### config.mk
export PLATFORM = sky130hd
export DESIGN_NAME = adcm_aux_mux
export DESIGN_NICKNAME = d
export VERILOG_FILES = /design/src/core/adcm_pkg.sv /design/src/core/adcm_sync.sv /design/src/core/adcm_aux_mux.sv
export VERILOG_INCLUDE_DIRS = /design/src /design/src/core
export SDC_FILE = /design/constraint.sdc
export NUM_CORES = 1
export LEC_CHECK = 0
export BUFFER_PORTS_ARGS = -buffer_cell sky130_fd_sc_hd__buf_4
export CORE_MARGIN = 5
export CORE_UTILIZATION = 54
export DETAILED_ROUTE_END_ITERATION = 12
export PLACE_DENSITY = 0.79
export SETUP_SLACK_MARGIN = 0.02
export SLEW_MARGIN = 15
export SYNTH_ARGS = -nofsm -noshare
export SYNTH_HDL_FRONTEND = slang
export SYNTH_SLANG_ARGS = --single-unit
export TNS_END_PERCENT = 50
### constraint.sdc
create_clock -name sys_clk -period 3.15 [get_ports sys_clk]
set_input_delay 0.315 -clock sys_clk [delete_from_list [all_inputs] [get_ports sys_clk]]
set_output_delay 0.315 -clock sys_clk [all_outputs]
set_load 0.03 [all_outputs]
### src/core/adcm_regs.svh
/*
 * Constants of the auxiliary data channel mux: register offset, reset
 * values, frame geometry and return slot schedule.
 * Assumes it is included by bare name from the core files.
 */
`ifndef ADCM_REGS_SVH
`define ADCM_REGS_SVH

// ****************************************
// Register map
// ****************************************
`define ADCM_REG_PIN_STATE      8'h07
`define ADCM_PIN_STATE_RST      4'h0
`define ADCM_RSVD_BITS          4'h0
`define ADCM_UNMAPPED_DATA      8'h00
`define ADCM_BYTE_RST           8'h00
`define ADCM_GPIN_WIDTH         4

// ****************************************
// Frame timing, in audio samples and forward packets
// ****************************************
`define ADCM_FRAME_SAMPLES      128
`define ADCM_FWD_PKTS           4
`define ADCM_SLOT_SAMPLES       32

// ****************************************
// Return channel
// ****************************************
`define ADCM_RET_BYTES          5
`define ADCM_ALLOC_FRAMES       10
`define ADCM_RET_SCHED          20'h373B7
`define ADCM_MST_SYNC           8'hA5
`define ADCM_MST_PAYLOAD        8'h02
`define ADCM_MST_NO_PAYLOAD     8'h00

`endif

### src/core/adcm_pkg.sv
/*
 * Types of the auxiliary data channel mux.
 * Assumes nothing of its surroundings.
 */
package adcm_pkg;

	// ****************************************
	// Return packet classes
	// ****************************************
	typedef enum logic [1:0] {
		ADCM_RET_SPARE = 2'b00,
		ADCM_RET_QUAL  = 2'b01,
		ADCM_RET_PORT  = 2'b10,
		ADCM_RET_MAST  = 2'b11
	} adcm_ret_class_t;

endpackage : adcm_pkg

### src/core/adcm_sync.sv
/*
 * Two flip-flop synchroniser, one pair per bit.
 * Assumes asynchronous inputs and the sys_clk domain on the output.
 */
`timescale 1ns/1ns

module adcm_sync #(
	parameter int W = 4
) (
	// Clock and reset
	input  wire logic         sys_clk,
	input  wire logic         nrst,
	// Data
	input  wire logic [W-1:0] d,
	output logic      [W-1:0] q
);

	// ****************************************
	// Per-bit stages
	// ****************************************
	genvar i;
	generate
		for (i = 0; i < W; i++) begin : g_bit
			logic meta;
			always_ff @(posedge sys_clk or negedge nrst) begin
				if (!nrst) begin
					meta <= 1'b0;
					q[i] <= 1'b0;
				end else begin
					meta <= d[i];
					q[i] <= meta;
				end
			end
		end
	endgenerate

endmodule : adcm_sync

### src/core/adcm_aux_mux.sv
/*
 * Auxiliary data channel mux of the receiver side: input pin state byte,
 * forward byte slots on the audio stream, return packet scheduling.
 * Assumes sample_tick is a one-cycle pulse per audio sample on sys_clk and
 * that the link logic consumes fwd and ret outputs in the cycle shown.
 */
// Functional notes
// - The pin state byte shows the four general inputs in bits 3 to 0.
// - Forward bytes go out in slots embedded in the audio stream.
// - A frame starts every 128 audio samples.
// - Each forward frame holds four packets of one byte each.
// - Frame timing follows any of the 48, 44.1 and 32 kHz sample rates.
// - All forward sources feed one shared queue.
// - A slot with the link down sends nothing, so throughput falls.
// - The return channel sends one five-byte packet per frame.
// - One fifth of return packets carry the link quality value.
// - One tenth of return packets mirror the parallel port.
// - Half of return packets serve the master, two fifths of it payload.
// - One fifth of return packets are spare and carry zeros.
// - The pins drive the byte only when the pin interface is selected.
// - With the slave interface selected the byte holds its last value.
`timescale 1ns/1ns
`include "adcm_regs.svh"

module adcm_aux_mux #(
	parameter int NSRC  = 2,
	parameter int DEPTH = 8
) (
	// Clock and reset
	input  wire logic                 sys_clk,
	input  wire logic                 nrst,
	// Configuration and pins
	input  wire logic                 gpio_mode,
	input  wire logic [3:0]           general_inputs,
	// Register read port
	input  wire logic [7:0]           reg_addr,
	input  wire logic                 reg_rd,
	output logic      [7:0]           reg_rdata,
	// Audio timing
	input  wire logic                 sample_tick,
	output logic                      frame_start,
	// Forward sources
	input  wire logic [NSRC-1:0]      src_valid,
	input  wire logic [NSRC*8-1:0]    src_data,
	output logic      [NSRC-1:0]      src_ready,
	// Forward link side
	input  wire logic                 link_ok,
	output logic                      fwd_valid,
	output logic      [7:0]           fwd_byte,
	// Return sources
	input  wire logic [7:0]           link_quality_value,
	input  wire logic [7:0]           parallel_port,
	input  wire logic                 mst_valid,
	input  wire logic [7:0]           mst_addr,
	input  wire logic [15:0]          mst_data,
	output logic                      mst_ready,
	// Return link side
	output logic                      ret_valid,
	output adcm_pkg::adcm_ret_class_t ret_class,
	output logic [`ADCM_RET_BYTES*8-1:0] ret_data
);

	localparam int AW = $clog2(DEPTH);
	localparam int SW = $clog2(`ADCM_SLOT_SAMPLES);
	localparam int PW = $clog2(`ADCM_FWD_PKTS);
	localparam logic [SW-1:0] SLOT_LAST = SW'(`ADCM_SLOT_SAMPLES - 1);
	localparam logic [PW-1:0] PKT_LAST  = PW'(`ADCM_FWD_PKTS - 1);
	localparam logic [3:0]    ALLOC_LAST = 4'(`ADCM_ALLOC_FRAMES - 1);

	// ****************************************
	// Input pin state byte
	// ****************************************
	logic [3:0] gpin_sync;
	logic [3:0] pin_state;
	logic [3:0] next_pin_state;
	logic [7:0] next_rdata;

	adcm_sync #(.W(`ADCM_GPIN_WIDTH)) u_sync (
		.sys_clk (sys_clk),
		.nrst    (nrst),
		.d       (general_inputs),
		.q       (gpin_sync)
	);

	always_comb begin
		// Slave mode keeps the byte readable but cut from its pins
		next_pin_state = gpio_mode ? gpin_sync : pin_state;
		next_rdata = reg_rdata;
		if (reg_rd) begin
			if (reg_addr == `ADCM_REG_PIN_STATE) begin
				next_rdata = {`ADCM_RSVD_BITS, pin_state};
			end else begin
				next_rdata = `ADCM_UNMAPPED_DATA;
			end
		end
	end

	always_ff @(posedge sys_clk or negedge nrst) begin
		if (!nrst) begin
			pin_state <= `ADCM_PIN_STATE_RST;
			reg_rdata <= `ADCM_BYTE_RST;
		end else begin
			pin_state <= next_pin_state;
			reg_rdata <= next_rdata;
		end
	end

	// ****************************************
	// Frame and slot timing
	// ****************************************
	logic [SW-1:0] samp_in_slot;
	logic [SW-1:0] next_samp_in_slot;
	logic [PW-1:0] slot_idx;
	logic [PW-1:0] next_slot_idx;
	logic          slot_tick;

	// Sample counts, not time, set the frame, so any audio rate works
	assign slot_tick   = sample_tick && (samp_in_slot == '0);
	assign frame_start = slot_tick && (slot_idx == '0);

	always_comb begin
		next_samp_in_slot = samp_in_slot;
		next_slot_idx = slot_idx;
		if (sample_tick) begin
			if (samp_in_slot == SLOT_LAST) begin
				next_samp_in_slot = '0;
				next_slot_idx = (slot_idx == PKT_LAST) ? '0 : slot_idx + 1'b1;
			end else begin
				next_samp_in_slot = samp_in_slot + 1'b1;
			end
		end
	end

	always_ff @(posedge sys_clk or negedge nrst) begin
		if (!nrst) begin
			samp_in_slot <= '0;
			slot_idx <= '0;
		end else begin
			samp_in_slot <= next_samp_in_slot;
			slot_idx <= next_slot_idx;
		end
	end

	// Helper for the frame period check
	logic [7:0] ticks_since;
	logic       seen_frame;
	always_ff @(posedge sys_clk or negedge nrst) begin
		if (!nrst) begin
			ticks_since <= 8'h00;
			seen_frame <= 1'b0;
		end else if (frame_start) begin
			ticks_since <= 8'h00;
			seen_frame <= 1'b1;
		end else if (sample_tick) begin
			ticks_since <= ticks_since + 8'h01;
		end
	end

	// ****************************************
	// Forward shared queue
	// ****************************************
	logic [7:0]    mem [DEPTH];
	logic [7:0]    next_mem [DEPTH];
	logic [AW-1:0] wr_ptr;
	logic [AW-1:0] next_wr_ptr;
	logic [AW-1:0] rd_ptr;
	logic [AW-1:0] next_rd_ptr;
	logic [AW:0]   count;
	logic [AW:0]   next_count;
	logic          next_fwd_valid;
	logic [7:0]    next_fwd_byte;
	logic [NSRC:0] taken;
	logic [NSRC-1:0] grant;
	logic [7:0]    push_data;
	logic          full;
	logic          empty;
	logic          push;
	logic          pop;

	assign full  = (count == (AW+1)'(DEPTH));
	assign empty = (count == '0);

	// Fixed priority: a busy low index delays the others
	assign taken[0] = 1'b0;
	genvar gi;
	generate
		for (gi = 0; gi < NSRC; gi++) begin : g_src
			assign grant[gi] = src_valid[gi] && !taken[gi];
			assign taken[gi+1] = taken[gi] || src_valid[gi];
			assign src_ready[gi] = grant[gi] && !full;
		end
	endgenerate

	always_comb begin
		push_data = `ADCM_BYTE_RST;
		for (int i = 0; i < NSRC; i++) begin
			if (grant[i]) begin
				push_data = src_data[i*8 +: 8];
			end
		end
	end

	assign push = (|grant) && !full;
	assign pop  = slot_tick && link_ok && !empty;

	always_comb begin
		next_mem = mem;
		next_wr_ptr = wr_ptr;
		next_rd_ptr = rd_ptr;
		next_count = count;
		next_fwd_valid = pop;
		next_fwd_byte = fwd_byte;
		if (push) begin
			next_mem[wr_ptr] = push_data;
			next_wr_ptr = wr_ptr + 1'b1;
		end
		if (pop) begin
			next_fwd_byte = mem[rd_ptr];
			next_rd_ptr = rd_ptr + 1'b1;
		end
		if (push && !pop) begin
			next_count = count + 1'b1;
		end else if (pop && !push) begin
			next_count = count - 1'b1;
		end
	end

	always_ff @(posedge sys_clk or negedge nrst) begin
		if (!nrst) begin
			for (int i = 0; i < DEPTH; i++) begin
				mem[i] <= `ADCM_BYTE_RST;
			end
			wr_ptr <= '0;
			rd_ptr <= '0;
			count <= '0;
			fwd_valid <= 1'b0;
			fwd_byte <= `ADCM_BYTE_RST;
		end else begin
			mem <= next_mem;
			wr_ptr <= next_wr_ptr;
			rd_ptr <= next_rd_ptr;
			count <= next_count;
			fwd_valid <= next_fwd_valid;
			fwd_byte <= next_fwd_byte;
		end
	end

	// ****************************************
	// Return packet scheduler
	// ****************************************
	logic [3:0]                   alloc_idx;
	logic [3:0]                   next_alloc_idx;
	adcm_pkg::adcm_ret_class_t    cur_class;
	adcm_pkg::adcm_ret_class_t    next_ret_class;
	logic                         next_ret_valid;
	logic [`ADCM_RET_BYTES*8-1:0] next_ret_data;
	logic [19:0]                  sched;

	assign sched = `ADCM_RET_SCHED;
	// Table order spreads the classes over each ten-frame period
	assign cur_class = adcm_pkg::adcm_ret_class_t'(
		sched[{alloc_idx, 1'b0} +: 2]);
	assign mst_ready = frame_start && (cur_class == adcm_pkg::ADCM_RET_MAST)
		&& mst_valid;

	always_comb begin
		next_alloc_idx = alloc_idx;
		next_ret_valid = frame_start;
		next_ret_class = ret_class;
		next_ret_data = ret_data;
		if (frame_start) begin
			next_alloc_idx = (alloc_idx == ALLOC_LAST) ? '0 : alloc_idx + 1'b1;
			next_ret_class = cur_class;
			next_ret_data = '0;
			case (cur_class)
				adcm_pkg::ADCM_RET_QUAL: begin
					next_ret_data[39:32] = link_quality_value;
				end
				adcm_pkg::ADCM_RET_PORT: begin
					next_ret_data[39:32] = parallel_port;
				end
				adcm_pkg::ADCM_RET_MAST: begin
					// Three overhead bytes, two payload bytes
					next_ret_data[39:32] = `ADCM_MST_SYNC;
					next_ret_data[31:24] = mst_addr;
					next_ret_data[23:16] = mst_valid ? `ADCM_MST_PAYLOAD
						: `ADCM_MST_NO_PAYLOAD;
					next_ret_data[15:0] = mst_valid ? mst_data : 16'h0000;
				end
				default: begin
					next_ret_data = '0;
				end
			endcase
		end
	end

	always_ff @(posedge sys_clk or negedge nrst) begin
		if (!nrst) begin
			alloc_idx <= '0;
			ret_valid <= 1'b0;
			ret_class <= adcm_pkg::ADCM_RET_SPARE;
			ret_data <= '0;
		end else begin
			alloc_idx <= next_alloc_idx;
			ret_valid <= next_ret_valid;
			ret_class <= next_ret_class;
			ret_data <= next_ret_data;
		end
	end
endmodule : adcm_aux_mux

After elaboration in Yosys (flattened, before gate mapping)
Index checks and enable logic that the tools add are counted.

Word-level logic and storage cells: 92. Register bits after elaboration: 157. Output and inout bits: 64.

Eq/ne operators: 8. Multiplexer cells: 18. Bitwise logic cells: 2. Reduce and logical (&&, ||, !) cells: 24. Shift operators: 1. Add/subtract/negate cells: 7. Magnitude comparators: 3.

Operator list (number): $bwmux 64 (1); $mux 8 (5); $mux 32 (1); $bmux 8 s3 (1); $demux 8 s3 (1); $pmux 8 s3 (1); $shiftx 20x6->2 const A (1); $mux 16 (1); $mux 4 (4); $logic_and 1x1->1 (13); $add 4x1->4 const B (2); $eq 4x4->1 const B (2); $eq 8x3->1 const B (1); $ge 4x4->1 const B (2); $not 3->4 (2); $add 3x1->3 const B (2); $eq 2x2->1 const B (3); $add 5x1->5 const B (1); $eq 5x5->1 const B (1); $logic_not 1->1 (5); $logic_not 5->1 (1); $mux 5 (1); $logic_not 4->1 (1); $lt 4x1->1 const B (1); other kinds (8) (9).

Depth between registers and ports, before layout
Word-level depth: 8. Mapped depth: 11.

Cells and area by module
From an unflattened synthesis, not the netlist that was laid out.

Cells, all modules: 558. Area, all modules: 6424.9 um^2.

By module, submodules not included: adcm_aux_mux (cells each 550, area an instance 6224.7 um^2, times used 1); adcm_sync (cells each 8, area an instance 200.2 um^2, times used 1).

Worst setup path before layout
Ideal clock, no wire load.

Path kind: flip-flop to flip-flop. Start point: register count[1]. End point: register count[3]. Required time: 3014 ps. Setup slack: 422 ps. Data arrival time: 2592 ps. Library setup time: 136 ps. Cell stages (with the launch flop): 10. Cells stage by stage: dfrtp_1 > or4_1 > nand4_2 > buf_2 > ha_1 > inv_1 > ha_1 > a21o_1 > a2111oi_0 > o31ai_1.

Word-level cells in the longest chain between the ends: 6. Elaborated cells on any way between the ends: 15. Classes of those cells: add/sub (2); eq/ne (1); mux (2); reduce/logical (10).

Ends and longest elaborated chain: start: declaration (line adcm_aux_mux.sv:168) `logic [AW:0] count;`; start signal: assignment (line adcm_aux_mux.sv:242) `count <= next_count;`; parallel branches: the longest is 6 deep, another holds $sub 4x1->4.

Parallel ways; which one is timed is not known. The select of a mux whose other input is x is not followed. A chain may end at the register's enable or synchronous reset.

Worst setup path in the final report
Same ends and word-level chain as after synthesis.

==> Implementation_results.wiki <==
{| class="wikitable"
! Metric !! Value
|-
| Critical Path Start Type || flop
|-
| Post-route clock period utilization || 94.20%
|-
| Minimum setup slack after placement || 0.4403 ns
|-
| Pre-antenna DRT Iters || 4
|-
| Sum of routed wire length over all layers || 14910 µm
|-
| Register area share after synthesis || 56.69%
|-
| Number of nets in the layout || 790
|-
| Non-Filler Instances || 862
|-
| Endpoint class of the critical path || flop
|-
| Vias in the first global route || 5023
|-
| Pwr per Cell Area || 950.4 mW/mm²
|-
| Die footprint || 0.01422 mm²
|-
| EDFF count, synth || 0
|-
| Maximum root-to-sink buffer count || 2
|-
| Outcome || finished with violations
|-
| First-pass GRT wire length || 24760 µm
|-
| Synth warnings || 0
|-
| # clock sinks || 146
|-
| Yosys reg bits || 146
|-
| Post-route design area || 0.008157 mm²
|-
| Shortest period the worst path allows || 2.967 ns
|-
| Quantity of I/O buffers inserted on ports || 129
|-
| Clock latency on the worst-skew pair || 0.41 ns
|-
| Total inserted antenna cells || 0
|-
| Htree depth || 4
|-
| Most common flop cell mapped by yosys || dfrtp_1
|-
| Pleak || 3.827 nW
|-
| Drc violations || 0
|-
| Syn_area_per_cell || 11.33 µm²
|-
| Placed Cells || 826
|-
| Clock tree root driver cell || clkbuf_16
|-
| Final Power || 7.752 mW
|-
| Average wire per standard cell || 17.30 µm
|-
| Synthesized area || 0.006445 mm²
|-
| Std-Cell Rows || 40
|-
| Highest net fanout along the worst path || 5
|-
| Detailed-route vias per instance || 5.592
|-
| GPL Wtd Cong || 0.8504
|-
| Number of failing setup endpoints in the final timing report || 0
|-
| Remaining antenna violation count after routing || 0
|-
| Combined flip-flop and latch cell area || 0.003654 mm²
|-
| Synth cell types || 52
|-
| Area post-placement || 0.007511 mm²
|-
| Worst slew pin tran || 0.9850 ns
|-
| GRT Util Overall || 21.73%
|-
| Critical Path AT || 3.22 ns
|-
| Clock skew || 0.01293 ns
|-
| Total CTS buffers || 17
|-
| Initial core utilization || 54.34%
|-
| Area taken by multi-input logic gates || 0.002554 mm²
|-
| Layout Area Growth over Synthesis || 26.56%
|-
| Clock transition time at the flip-flop clock pins of the worst setup and hold paths || 0.06 ns
|-
| Area inside the core boundary || 0.01186 mm²
|-
| Antenna violations before repair || 0
|-
| Violated checks || hold timing
|-
| Starting DRC count in detailed routing || 422
|-
| Ports || 141
|-
| Number of vias after detailed routing || 4820
|-
| Required time at the worst-slack endpoint || 3.41 ns
|-
| Setup repair after global routing missed its margin || no
|-
| Share of final-layout standard cells stronger than drive strength 1 || 29.93%
|-
| Die span in y || 119.2 µm
|-
| Final hold violation count || 9
|-
| Max Fclk || 0.3370 GHz
|-
| Maximum number of pins on one net before global-route repair || 96
|-
| Worst hold path type || primary input to asynchronous set/reset pin
|-
| Max-capacitance violation count || 0
|-
| Fraction of synthesis flops using an asynchronous set or reset pin || 100.0%
|-
| Setup TNS || 0 ns
|-
| Worst setup path class || flop to flop
|-
| Half-perimeter wire length after detailed placement || 10380 µm
|-
| Smallest setup slack after layout || 0.1827 ns
|-
| Total of fill cells in the finished design || 860
|-
| Largest vdd supply drop || 0.0003915 V
|-
| Minimum hold slack || -0.02955 ns
|-
| Worst relative slew slack || 33.97%
|-
| Post-layout util || 68.77%
|-
| Remaining global-route overflow || 0
|-
| Synthesized instance count || 569
|-
| Max-slew violations || 0
|-
| TritonCTS clock tree || built
|-
| Number of cells upsized or downsized after cts || 0
|-
| Width of the die || 119.2 µm
|}
-- cells in the mapped netlist, types with 2 or more instances --
cell	count	area (µm²)
a21oi_1	68	340.3
nor3_1	4	20.02
and3_1	3	18.77
o21ai_1	2	10.01
and2_1	2	12.51
buf_1	3	11.26
o31ai_1	2	15.01
buf_4	12	90.09
xor2_1	2	17.52
a32oi_1	5	43.79
xnor2_1	6	52.55
mux2_2	10	112.6
mux2i_1	10	100.1
mux4_2	16	360.4
dfrtp_1	146	3654
nand2_1	45	168.9
nand3_1	13	65.06
o22a_1	4	35.03
nor3_2	6	60.06
nand2b_1	2	12.51
inv_1	10	37.54
a22oi_1	8	60.06
nor2b_1	7	43.79
buf_6	2	22.52
a221oi_1	4	35.03
o21ai_0	26	130.1
a21o_1	3	22.52
clkbuf_1	11	41.29
inv_2	2	7.510
nor2_1	74	277.8
ha_1	10	125.1
buf_2	12	60.06
a22o_1	20	175.2
-- worst paths after layout --
check,from,endpoint,slack [ns],cells past startpoint
max,count[1]$_DFFE_PN0P_,count[3]$_DFFE_PN0P_,0.18,8
min,nrst,ret_data[36]$_DFFE_PN0P_,-0.03,1
max reg2reg,count[1]$_DFFE_PN0P_,count[3]$_DFFE_PN0P_,0.18,8
min reg2reg,u_sync.g_bit[3].meta$_DFF_PN0_,u_sync.q[3]$_DFF_PN0_,0.35,0
max in group asynchronous,nrst,mem[32]$_DFFE_PN0P_,2.40,2
min in group sys_clk,mst_data[15],ret_data[15]$_DFFE_PN0P_,0.12,2
-- metal layers --
layer | part of all wire [%] | routed length [µm] | track usage (%) | vias to the layer above
li1 | - | - | - | 2263
met1 | 43 | 6384 | 27.96 | 2366
met2 | 50 | 7383 | 36.45 | 178
met3 | 6.5 | 972 | 6.078 | 13
met4 | 1.1 | 169 | 5.648 | 0
met5 | 0 | 0 | 0 | -
-- cells by family (layout without fill, tap and decap cells) --
group	Yosys count	count (layout)	share of synthesized area [%]
other cells	1	11	0.05819
compound gates	146	146	14.06
buf+inv	53	189	4.271
flops	146	146	56.69
fa+ha+maj	11	11	2.252
xor+xnor	8	8	1.087
mux	36	36	8.892
simple gates	168	168	12.70
-- state kept, by name, indices dropped and copies added, names as in the netlist, 2 cells and up --
register           count
ret_class              2
samp_in_slot           5
u_sync.g_bit.meta      4
rd_ptr                 3
ret_data              33
fwd_byte               8
pin_state              4
slot_idx               2
reg_rdata              4
wr_ptr                 3
mem                   64
count                  4
alloc_idx              4
u_sync.q               4
-- area by class of cell --
class	instances	share of cell area, %
sequential	146	44.79
multi-input combinational	380	31.31
timing repair buffer	145	13.67
clock buffer	18	5.262
tap	147	2.255
clock inverter	14	2.163
inverter	12	0.5522
-- critical path, stage by stage, from the launching register on --
cell	delay, ns
dfrtp_1	0.45
or4_1	0.56
nand4_2	0.12
ha_1	0.23
inv_1	0.14
ha_1	0.30
a21o_1	0.22
a2111oi_0	0.62
o31ai_1	0.18
-- power by group --
| group | internal, mW | switching (mW) |
|---|---|---|
| logic | 1.20 | 1.43 |
| registers | 2.57 | 0.522 |
| clock network | 1.26 | 0.777 |
| total | 5.02 | 2.73 |
-- cell usage in the layout, fill, tap and decap left out, drive strengths merged, types with 11 or more instances in the layout --
master	n
clkbuf	18
dfrtp	146
a22o	20
mux4	16
nor2	74
buf	141
nand3	14
nand2	45
a21oi	69
conb	11
o21ai	28
inv	16
-- repair_timing --
action | CTS | global route
buffers inserted | 0 | 0
hold endpoints to repair | 1 | 3
hold buffers | 1 | 3
setup endpoints to repair | 0 | 0
Power figures use the tool's default switching activity.
